`src/usb_ep_pkg.sv`:
```
// constants and types shared by the endpoint status and fifo reset logic
package usb_ep_pkg;
    localparam int          NUM_EP          = 7;
    localparam int          ADDR_W          = 10;
    localparam int          IDX_W           = 8;
    // register indices; byte address is four times the index
    localparam logic [7:0]  IDX_EP_SELECT   = 8'hC7;
    localparam logic [7:0]  IDX_EP_STATUS   = 8'hCE;
    localparam logic [7:0]  IDX_EP_CONFIG   = 8'hD4;
    localparam logic [7:0]  IDX_FIFO_RESET  = 8'hD5;
    // endpoint status bit positions
    localparam int          ST_DIR          = 7;
    localparam int          ST_OUT_B1       = 6;
    localparam int          ST_STALL_RQ     = 5;
    localparam int          ST_IN_READY     = 4;
    localparam int          ST_STALL_CRC    = 3;
    localparam int          ST_SETUP        = 2;
    localparam int          ST_OUT_B0       = 1;
    localparam int          ST_IN_DONE      = 0;
    localparam logic [7:0]  STATUS_RESET    = 8'h00;
    localparam logic [7:0]  FIFO_RST_RESET  = 8'h00;
    localparam int          FIFO_RST_RSVD   = 7;
    // endpoint config layout: type in bits 1:0, ping-pong in bit 2
    localparam int          CFG_W           = 3;
    localparam int          CFG_PP          = 2;
    localparam logic [2:0]  CFG_RESET       = 3'h0;
    typedef enum logic [1:0] {
        EP_CONTROL,
        EP_ISO,
        EP_BULK,
        EP_INTR
    } ep_type_t;
endpackage

```
`src/usb_ep_if.sv`:
```
// per-endpoint link between the register side and one endpoint status unit
`timescale 1ns/1ps
`default_nettype none
interface usb_ep_if;
    import usb_ep_pkg::*;
    logic       sw_wr;
    logic [7:0] sw_data;
    ep_type_t   ep_type;
    logic       ping_pong;
    logic       fifo_clear;
    logic       ev_out_stored;
    logic       ev_crc_err;
    logic       ev_setup;
    logic       ev_in_done;
    logic       ev_stall_sent;
    logic [7:0] status;
    logic       out_nak;
    logic       out_bank;
    logic       ev_pulse;
    modport unit (
        input  sw_wr, sw_data, ep_type, ping_pong, fifo_clear,
        input  ev_out_stored, ev_crc_err, ev_setup, ev_in_done, ev_stall_sent,
        output status, out_nak, out_bank, ev_pulse
    );
    modport ctrl (
        output sw_wr, sw_data, ep_type, ping_pong, fifo_clear,
        output ev_out_stored, ev_crc_err, ev_setup, ev_in_done, ev_stall_sent,
        input  status, out_nak, out_bank, ev_pulse
    );
endinterface
`default_nettype wire

```
`src/usb_ep_status_unit.sv`:
```
// status flags and bank tracking of one endpoint
`timescale 1ns/1ps
`default_nettype none
module usb_ep_status_unit
    import usb_ep_pkg::*;
(
    input  wire logic i_clk,
    input  wire logic i_sys_rst,
    usb_ep_if.unit    ep
);
    typedef struct packed {
        logic [7:0] status;
        logic       bank;
        logic       pulse;
    } unit_state_t;

    unit_state_t st;
    unit_state_t next_st;
    logic        is_iso;
    logic [7:0]  flag_mask;

    // ----------------------------------------
    // next state
    // ----------------------------------------
    always_comb begin
        is_iso    = (ep.ep_type == EP_ISO);
        flag_mask = '0;
        flag_mask[ST_OUT_B1]    = 1'b1;
        flag_mask[ST_OUT_B0]    = 1'b1;
        flag_mask[ST_SETUP]     = 1'b1;
        flag_mask[ST_IN_DONE]   = 1'b1;
        flag_mask[ST_STALL_CRC] = ~is_iso;
        next_st       = st;
        next_st.pulse = 1'b0;
        if (ep.sw_wr) begin
            // flags clear on zero only; writing one never sets them
            next_st.status = (st.status & ~flag_mask) | (st.status & ep.sw_data & flag_mask);
            next_st.status[ST_DIR]      = ep.sw_data[ST_DIR];
            next_st.status[ST_STALL_RQ] = ep.sw_data[ST_STALL_RQ];
            next_st.status[ST_IN_READY] = ep.sw_data[ST_IN_READY];
        end
        // hardware events applied after the write so that a set wins
        if (ep.ev_out_stored) begin
            if (ep.ping_pong && st.bank) begin
                next_st.status[ST_OUT_B1] = 1'b1;
            end else begin
                next_st.status[ST_OUT_B0] = 1'b1;
            end
            if (ep.ping_pong) begin
                next_st.bank = ~st.bank;
            end
            if (is_iso) begin
                next_st.status[ST_STALL_CRC] = ep.ev_crc_err;
            end
            next_st.pulse = 1'b1;
        end
        if (ep.ev_in_done) begin
            next_st.status[ST_IN_READY] = 1'b0;
            next_st.status[ST_IN_DONE]  = 1'b1;
            next_st.pulse = 1'b1;
        end
        if (ep.ev_stall_sent && !is_iso) begin
            next_st.status[ST_STALL_CRC] = 1'b1;
            next_st.pulse = 1'b1;
        end
        if (ep.ev_setup) begin
            // also drops a pending stall request on a control endpoint
            next_st.status = '0;
            next_st.status[ST_SETUP] = 1'b1;
            next_st.bank  = 1'b0;
            next_st.pulse = 1'b1;
        end
        if (ep.fifo_clear) begin
            next_st.bank = 1'b0;
        end
    end

    // ----------------------------------------
    // state register
    // ----------------------------------------
    always_ff @(posedge i_clk or posedge i_sys_rst) begin
        if (i_sys_rst) begin
            st <= '{status: STATUS_RESET, bank: 1'b0, pulse: 1'b0};
        end else begin
            st <= next_st;
        end
    end

    // the bank that the next out packet goes to must still be free
    assign ep.out_bank = ep.ping_pong & st.bank;
    assign ep.out_nak  = ~is_iso & (ep.out_bank ? st.status[ST_OUT_B1]
                                                : st.status[ST_OUT_B0]);
    assign ep.status   = st.status;
    assign ep.ev_pulse = st.pulse;
endmodule
`default_nettype wire

```
`src/usb_ep_bus_port.sv`:
```
// avalon-mm slave front end with one wait cycle per access
`timescale 1ns/1ps
`default_nettype none
module usb_ep_bus_port
    import usb_ep_pkg::*;
(
    input  wire logic              i_clk,
    input  wire logic              i_sys_rst,
    input  wire logic [ADDR_W-1:0] i_address,
    input  wire logic              i_read,
    input  wire logic              i_write,
    input  wire logic [31:0]       i_writedata,
    input  wire logic [3:0]        i_byteenable,
    output logic      [31:0]       o_readdata,
    output logic                   o_waitrequest,
    output logic                   o_wr_pulse,
    output logic      [IDX_W-1:0]  o_index,
    output logic      [7:0]        o_wdata,
    input  wire logic [7:0]        i_rdata
);
    typedef struct packed {
        logic        ack;
        logic [31:0] rdata;
    } bus_state_t;

    bus_state_t st;
    bus_state_t next_st;
    logic       req;

    // ----------------------------------------
    // access sequencing
    // ----------------------------------------
    always_comb begin
        req           = i_read | i_write;
        next_st       = st;
        next_st.ack   = req & ~st.ack;
        if (i_read && !st.ack) begin
            next_st.rdata = {24'h000000, i_rdata};
        end
    end

    always_ff @(posedge i_clk or posedge i_sys_rst) begin
        if (i_sys_rst) begin
            st <= '0;
        end else begin
            st <= next_st;
        end
    end

    assign o_waitrequest = req & ~st.ack;
    // a write lands only on the accepting edge and only through byte lane 0
    assign o_wr_pulse    = i_write & st.ack & i_byteenable[0];
    assign o_index       = i_address[ADDR_W-1:2];
    assign o_wdata       = i_writedata[7:0];
    assign o_readdata    = st.rdata;
endmodule
`default_nettype wire

```
`src/usb_ep_status_top.sv`:
```
// endpoint status and fifo reset registers of the usb function controller
`timescale 1ns/1ps
`default_nettype none
module usb_ep_status_top
    import usb_ep_pkg::*;
(
    input  wire logic              i_clk,
    input  wire logic              i_sys_rst,
    input  wire logic [ADDR_W-1:0] i_address,
    input  wire logic              i_read,
    input  wire logic              i_write,
    input  wire logic [31:0]       i_writedata,
    input  wire logic [3:0]        i_byteenable,
    output logic      [31:0]       o_readdata,
    output logic                   o_waitrequest,
    input  wire logic [2:0]        i_ev_ep,
    input  wire logic              i_ev_out_stored,
    input  wire logic              i_ev_crc_err,
    input  wire logic              i_ev_setup,
    input  wire logic              i_ev_in_done,
    input  wire logic              i_ev_stall_sent,
    output logic      [NUM_EP-1:0] o_out_nak,
    output logic      [NUM_EP-1:0] o_out_bank,
    output logic      [NUM_EP-1:0] o_stall,
    output logic      [NUM_EP-1:0] o_in_ready,
    output logic      [NUM_EP-1:0] o_ctrl_in_dir,
    output logic      [NUM_EP-1:0] o_fifo_clear,
    output logic      [NUM_EP-1:0] o_ep_event
);
    typedef struct packed {
        logic [2:0]                    ep_select;
        logic [NUM_EP-1:0]             fifo_reset;
        logic [NUM_EP-1:0][CFG_W-1:0]  cfg;
    } top_state_t;

    top_state_t       st;
    top_state_t       next_st;
    logic             wr_pulse;
    logic [IDX_W-1:0] index;
    logic [7:0]       wdata;
    logic [7:0]       rdata;
    logic [NUM_EP-1:0][7:0] ep_status;

    usb_ep_if ep_link [NUM_EP] ();

    function automatic logic hit(input logic [IDX_W-1:0] idx, input logic [7:0] reg_idx);
        hit = (idx == reg_idx);
    endfunction

    // ----------------------------------------
    // bus front end
    // ----------------------------------------
    usb_ep_bus_port u_bus (
        .i_clk         (i_clk),
        .i_sys_rst     (i_sys_rst),
        .i_address     (i_address),
        .i_read        (i_read),
        .i_write       (i_write),
        .i_writedata   (i_writedata),
        .i_byteenable  (i_byteenable),
        .o_readdata    (o_readdata),
        .o_waitrequest (o_waitrequest),
        .o_wr_pulse    (wr_pulse),
        .o_index       (index),
        .o_wdata       (wdata),
        .i_rdata       (rdata)
    );

    // ----------------------------------------
    // control registers
    // ----------------------------------------
    always_comb begin
        next_st = st;
        if (wr_pulse && hit(index, IDX_EP_SELECT)) begin
            next_st.ep_select = wdata[2:0];
        end
        if (wr_pulse && hit(index, IDX_FIFO_RESET)) begin
            next_st.fifo_reset = wdata[NUM_EP-1:0];
        end
        if (wr_pulse && hit(index, IDX_EP_CONFIG) && st.ep_select < 3'(NUM_EP)) begin
            next_st.cfg[st.ep_select] = wdata[CFG_W-1:0];
        end
    end

    always_ff @(posedge i_clk or posedge i_sys_rst) begin
        if (i_sys_rst) begin
            st <= '{ep_select: 3'h0, fifo_reset: FIFO_RST_RESET[NUM_EP-1:0],
                    cfg: {NUM_EP{CFG_RESET}}};
        end else begin
            st <= next_st;
        end
    end

    // ----------------------------------------
    // read mux; unmapped indices read zero
    // ----------------------------------------
    always_comb begin
        rdata = 8'h00;
        if (hit(index, IDX_EP_SELECT)) begin
            rdata = {5'h00, st.ep_select};
        end else if (hit(index, IDX_FIFO_RESET)) begin
            rdata = {1'b0, st.fifo_reset};
        end else if (st.ep_select < 3'(NUM_EP)) begin
            if (hit(index, IDX_EP_STATUS)) begin
                rdata = ep_status[st.ep_select];
            end else if (hit(index, IDX_EP_CONFIG)) begin
                rdata = {5'h00, st.cfg[st.ep_select]};
            end
        end
    end

    // ----------------------------------------
    // endpoint units
    // ----------------------------------------
    genvar g;
    generate
        for (g = 0; g < NUM_EP; g++) begin : g_ep
            logic sel_ev;
            // a fifo being held in reset ignores usb packet events; bus writes still reach it
            assign sel_ev = (i_ev_ep == 3'(g)) & ~st.fifo_reset[g];
            assign ep_link[g].sw_wr         = wr_pulse & hit(index, IDX_EP_STATUS) &
                                              (st.ep_select == 3'(g));
            assign ep_link[g].sw_data       = wdata;
            assign ep_link[g].ep_type       = ep_type_t'(st.cfg[g][1:0]);
            assign ep_link[g].ping_pong     = st.cfg[g][CFG_PP];
            assign ep_link[g].fifo_clear    = st.fifo_reset[g];
            assign ep_link[g].ev_out_stored = sel_ev & i_ev_out_stored;
            assign ep_link[g].ev_crc_err    = i_ev_crc_err;
            // setup is taken regardless of the bank 0 flag
            assign ep_link[g].ev_setup      = sel_ev & i_ev_setup;
            assign ep_link[g].ev_in_done    = sel_ev & i_ev_in_done;
            assign ep_link[g].ev_stall_sent = sel_ev & i_ev_stall_sent;

            usb_ep_status_unit u_unit (
                .i_clk     (i_clk),
                .i_sys_rst (i_sys_rst),
                .ep        (ep_link[g])
            );

            assign ep_status[g]     = ep_link[g].status;
            assign o_out_nak[g]     = ep_link[g].out_nak;
            assign o_out_bank[g]    = ep_link[g].out_bank;
            assign o_stall[g]       = ep_link[g].status[ST_STALL_RQ];
            assign o_in_ready[g]    = ep_link[g].status[ST_IN_READY];
            assign o_ctrl_in_dir[g] = ep_link[g].status[ST_DIR] &
                                      (st.cfg[g][1:0] == EP_CONTROL);
            assign o_fifo_clear[g]  = st.fifo_reset[g];
            assign o_ep_event[g]    = ep_link[g].ev_pulse;
        end
    endgenerate
endmodule
`default_nettype wire

```
`config.mk`:
```
export PLATFORM = sky130hd
export DESIGN_NAME = usb_ep_status_top
export DESIGN_NICKNAME = d
export VERILOG_FILES = /design/src/usb_ep_pkg.sv /design/src/usb_ep_if.sv /design/src/usb_ep_status_unit.sv /design/src/usb_ep_bus_port.sv /design/src/usb_ep_status_top.sv
export SDC_FILE = /design/constraint.sdc
export NUM_CORES = 1
export LEC_CHECK = 0
export ABC_CLOCK_PERIOD_IN_PS = 3650
export BUFFER_PORTS_ARGS = -buffer_cell sky130_fd_sc_hd__clkbuf_2
export CORE_UTILIZATION = 50
export CTS_CLUSTER_DIAMETER = 80
export CTS_CLUSTER_SIZE = 24
export DETAILED_ROUTE_END_ITERATION = 10
export PLACE_DENSITY = 0.74
export SLEW_MARGIN = 0
export SYNTH_ARGS = -nofsm -noshare
export SYNTH_HDL_FRONTEND = slang
export SYNTH_SLANG_ARGS = --single-unit
```
`constraint.sdc`:
```
create_clock -name i_clk -period 3.65 [get_ports i_clk]
set_clock_uncertainty 0.2 [all_clocks]
set_input_delay 0.1825 -clock i_clk [delete_from_list [all_inputs] [get_ports i_clk]]
set_output_delay 0.1825 -clock i_clk [all_outputs]
set_load 0.05 [all_outputs]
```
* After elaboration in Yosys (flattened, before gate mapping)
Cells that the tools add are included.
** Word-level totals
- Flip-flop bits (word level) :: 110
- Input port bits :: 58
- Output and inout port bits :: 82
- Word-level logic and storage cells :: 400
** Operators by class
- $lt $le $gt $ge :: 3
- Equal/unequal tests :: 23
- Multiplexer cells :: 131
- Bitwise logic cells :: 125
- Reduce and logical (&&, ||, !) cells :: 72
** Operators by type and width (number)
- 7-bit bitwise AND :: 21
- 1-bit two-way mux :: 98
- 8-bit two-way mux :: 12
- 10-bit two-way mux :: 7
- 1-bit bitwise AND :: 67
- 3-bit nonzero test :: 21
- 7-bit inverter :: 7
- 7-bit bitwise OR :: 7
- 8-bit == test, second input constant :: 4
- 8-bit binary-select mux with 3-bit select :: 1
- 1-bit inverter :: 22
- 21-bit bitwise mux :: 1
- 1-bit logical AND :: 20
- 3-bit == test, second input constant :: 6
- 2-bit by 1-bit == test with 1-bit output, second input constant :: 7
- 2-bit logical NOT :: 7
- 2-bit two-way mux :: 7
- 2-bit AND reduction :: 7
- 2-bit nonzero test :: 7
- 3-bit by 2-bit == test with 1-bit output, second input constant :: 4
- 3-bit binary-select mux with 3-bit select :: 1
- 3-bit demux with 3-bit select :: 1
- 3-bit two-way mux :: 3
- 1-bit logical NOT :: 8
- other kinds (6) :: 8

* Logic depth before layout (Yosys ltp)
- Depth in word-level cells :: 11
- Mapped depth :: 8
- Gate-level depth less buffers :: 5

* Modules after synthesis
From an unflattened synthesis, not the netlist that was laid out.
** Second synthesis, totals
- Cell total of the unflattened synthesis :: 705
- Area, all modules :: 7307.0 um^2
** By module, submodules not included
- usb_ep_status_unit :: times used 7, cells an instance 55, area an instance 564.3 um^2, seq. area each 250.2 um^2
- usb_ep_status_top :: times used 1, cells an instance 248, area an instance 2603.7 um^2, seq. area each 775.7 um^2
- usb_ep_bus_port :: times used 1, cells an instance 72, area an instance 753.2 um^2, seq. area each 225.2 um^2

* Worst setup path after synthesis
No wires, ideal clock.
- Kind :: register to output
- Start point :: register st, in the netlist ep_link[5].ep_type[1]
- End point :: output port o_ctrl_in_dir[5]
- Arrival time :: 1557 ps
- Required time :: 3267 ps
- Path slack :: 1711 ps
- Cell stages (with the launch flop) :: 2
- Path buffers :: 0
- Cells stage by stage :: dfrtp_1 nor3b_1
** Between the ends
- Longest elaborated chain between the ends :: 2
** RTL lines
- start: declaration :: RTL line usb_ep_status_top.sv:36 : top_state_t st;
- start signal: assignment :: RTL line usb_ep_status_top.sv:87 : st <= '{ep_select: 3'h0, fifo_reset: FIFO_RST_RESET[NUM_EP-1:0],
- start signal: assignment :: RTL line usb_ep_status_top.sv:90 : st <= next_st;
- 2-bit logical NOT :: RTL line usb_ep_status_top.sv:146 : (st.cfg[g][1:0] == EP_CONTROL);
- 1-bit bitwise AND :: RTL line usb_ep_status_top.sv:145 : assign o_ctrl_in_dir[g] = ep_link[g].status[ST_DIR] &
- end: declaration :: RTL line usb_ep_status_top.sv:26 : output logic [NUM_EP-1:0] o_ctrl_in_dir,
Every way passes these cells.

==> impl_results.md <==
* Outcome: finished, final reports clean
* Final Hold Vio Count at 0
* IO Pins at 140
* RSZ-0062 raised after global routing: false
* Pre-antenna DRT Iters at 5
* Number of setup buffers added after CTS at 0
* Chip Height at 115 um
* Commonest non-fill, non-tap cell in the layout: dfrtp_1
* Number of synthesized flops with an enable pin at 0
* Multiplexer share of the synthesized area at 0.139
* Routed vias at 5,156
* Slew headroom at 0.381
* Netlist cell types at 55
* Placer Congestion at 0.930
* Clk sinks at 110
* Post-synthesis cell count at 663
* Antenna-violating nets left at 0
* Antenna fix cells at 0
* Commonest non-fill, non-tap cells in the layout: dfrtp_1 (110), clkbuf_2 (86), nand2_1 (59)
* Fin crit share at 0.731
* Main synth FF type: dfrtp_1
* Core ar. at 12,300 um2
* Vias per std cell at 6.03
* Avg Cell Area, Syn at 9.65 um2
* Synthesized flop and latch total at 110
* Area Growth Syn to Fin at 6.79%
* Max_cap viols at 0
* Largest family of logic cells by synthesized area: simple AND/OR/NAND/NOR gates
* Adder-cell share of the synthesized area at 0
* Power per cell area at 419 nW/um2
* Worst R2R Setup Slack at 0.98 ns
* Routed WL per cell at 20.6 um
* Worst Path Arrival at 2.69 ns
* Clock Latency Late Sink at 0.35 ns
* Share of post-route cells with drive strength above 1 at 0.230
* Post-Route WL at 17,600 um
* Max FO, Critical Path at 18
* CTS tree: built
* Post-DP HPWL at 12,800 um
* Finished layout cell area at 6830 um2
* Post_cts resized at 0
* Register-to-Register Path Depth at 5
* Max IR drop VDD at 0.000260 V
* Hold Startpoint: i_writedata[4]
* FF-to-FF Start: st[28]$_DFFE_PP0P_
* First-pass GRT wire length at 27,500 um
* Non-filler cells, final at 855
* Number of buffers created by CTS at 9
* Compound-Gate Fraction of Synth Area at 0.143
* Pins over their slew limit at 0
* Iter 0 DRT Violations at 471
* Ys async rst share at 1.00
* H-tree Lvls at 3
* Row count at 40
* Post-synthesis xor/xnor area fraction at 0.00548
* Worst Hold Class: input pin to register
* Seq/Total Area, Yosys at 0.430
* Mapped Area at 6400 um2
* LEAKAGE at 3.31 nW
* Req. time, crit path at 3.67 ns
* Element type at the critical path end: register
* Congestion Overflow GR at 0
* Initial antenna violation count at 0
* Worst Setup Start Kind: register
* # DRC at 0
* Chip width at 115 um
* Placed cell count at 836
* CTS Buffer Depth at 2
* Simple-gate share of the synthesized area at 0.166
* Fin crit period at 2.67 ns
* Pin count of the biggest net entering global routing at 67
* Layout fillers at 1,090
* Initial core utilization at 0.522
* GR Util All Layers at 0.279
* Number of global-route vias before repair at 4,891
* Final nets at 740
* Die ar. at 13,200 um2
* Slew at the pin with the worst max-slew slack at 0.921 ns
* Reg2reg end: g_ep[6].u_unit.ep.status[3]$_DFF_PP0_
* Setup_tns at 0 ns
* Fmax achieved at 375 MHz
* Clock root buffer: clkbuf_16
* Final setup viols at 0
* Hold EP: o_fifo_clear[4]$_DFFE_PP0P_
* Hold Path Depth at 2
* Crit Path Class: register to register
* Clk slew on worst S/H paths at 0.08 ns
* Placed Instance Area at 6480 um2
* Buffers on Ports at 86
* Synth warnings at 0
## routing by layer
| layer | global-route usage | up-vias | wire length [um] | part of all wire |
|---|---|---|---|---|
| li1 | - | 2282 | - | - |
| met1 | 0.394 | 2504 | 7300 | 0.41 |
| met2 | 0.430 | 334 | 8140 | 0.46 |
| met3 | 0.0448 | 36 | 1630 | 0.092 |
| met4 | 0.114 | 0 | 570 | 0.032 |
| met5 | 0 | - | 0 | 0 |
## cell families (layout without fill, tap and decap cells)
| logic type | count (synthesis) | in the layout |
|---|---|---|
| compound gates | 151 | 151 |
| xor+xnor | 4 | 4 |
| buf+inv | 119 | 120 |
| flops | 110 | 110 |
| mux | 77 | 77 |
| other cells | 1 | 24 |
| simple gates | 201 | 201 |
## worst max-delay path, cell delays in order, from the launching register on
cell and delay (ns):
dfrtp_1 0.60, buf_4 0.33, nor2b_1 0.44, nand3_1 0.43, o31ai_1 0.41, a21oi_1 0.11
## cell usage after synthesis, types with 10 or more instances
cell / number / area share
buf_4: 74 / 0.087
nand2b_1: 18 / 0.018
mux2_2: 34 / 0.060
o21ai_0: 44 / 0.034
buf_2: 10 / 0.0078
clkbuf_1: 24 / 0.014
nor2_1: 37 / 0.022
a21boi_0: 11 / 0.013
nand3_1: 14 / 0.011
mux2i_1: 37 / 0.058
nor2b_1: 14 / 0.014
a21oi_1: 53 / 0.041
nand2_1: 59 / 0.035
dfrtp_1: 110 / 0.43
## per-stage QoR
stage,total power [mW],worst slack (ns),utilization,hold slack [ns]
2_1_floorplan,1.74,0.365,-,0.113
3_3_place_gp,1.79,1.17,0.528,0.185
3_5_place_dp,1.81,1.11,0.528,0.199
4_1_cts,2.86,1.08,0.557,0.0188
5_1_grt,2.96,0.899,0.557,0.0368
6_report,2.86,0.982,0.557,0.0330
## cell type report
type / instances / area, um2 / share of cell area
multi-input cells: 457 / 2990 / 0.438
repair buffers: 95 / 518 / 0.0758
well taps: 168 / 210 / 0.0308
flip-flops and latches: 110 / 2750 / 0.403
inverters: 9 / 36.3 / 0.00531
clock buffers: 9 / 225 / 0.0330
clock inverters: 7 / 96.3 / 0.0141
## registers in the layout (all words and copies together), names as in the netlist
register,count
o_fifo_clear,7
st,3
g_ep.u_unit.st,7
ep_link.ping_pong,7
u_bus.st,1
g_ep.u_unit.ep.ev_pulse,7
ep_link.ep_type,14
g_ep.u_unit.ep.status,56
u_bus.o_readdata,8
## where the power goes
part / internal [mW] / switching, mW / total [mW] / leakage, nW
sequential: 1.28 / 0.0474 / 1.33 / 1.44
combinational: 0.120 / 0.343 / 0.463 / 1.72
clock: 0.603 / 0.462 / 1.07 / 0.148
total: 2.01 / 0.853 / 2.86 / 3.31
## timing repair
action                     in CTS  in global routing
hold endpoints to repair       65                  0
hold buffers                    3                  0
setup endpoints to repair       0                  0
## how the worst max path moves through the flow
stage / start / endpoint / slack [ns] / cells past startpoint
floorplan: i_sys_rst / ep_link[0].ep_type[0]$_DFFE_PP0P_ / 0.37 / 1
finish: st[28]$_DFFE_PP0P_ / g_ep[6].u_unit.ep.status[3]$_DFF_PP0_ / 0.98 / 5
global route: st[28]$_DFFE_PP0P_ / g_ep[6].u_unit.ep.status[3]$_DFF_PP0_ / 0.90 / 5
global placement: st[28]$_DFFE_PP0P_ / g_ep[4].u_unit.ep.status[0]$_DFFE_PP0P_ / 1.17 / 5
CTS: st[28]$_DFFE_PP0P_ / g_ep[6].u_unit.ep.status[0]$_DFFE_PP0P_ / 1.08 / 5
detailed placement: st[28]$_DFFE_PP0P_ / g_ep[6].u_unit.ep.status[0]$_DFFE_PP0P_ / 1.11 / 5
No activity file was read; power rests on OpenSTA's default activity.
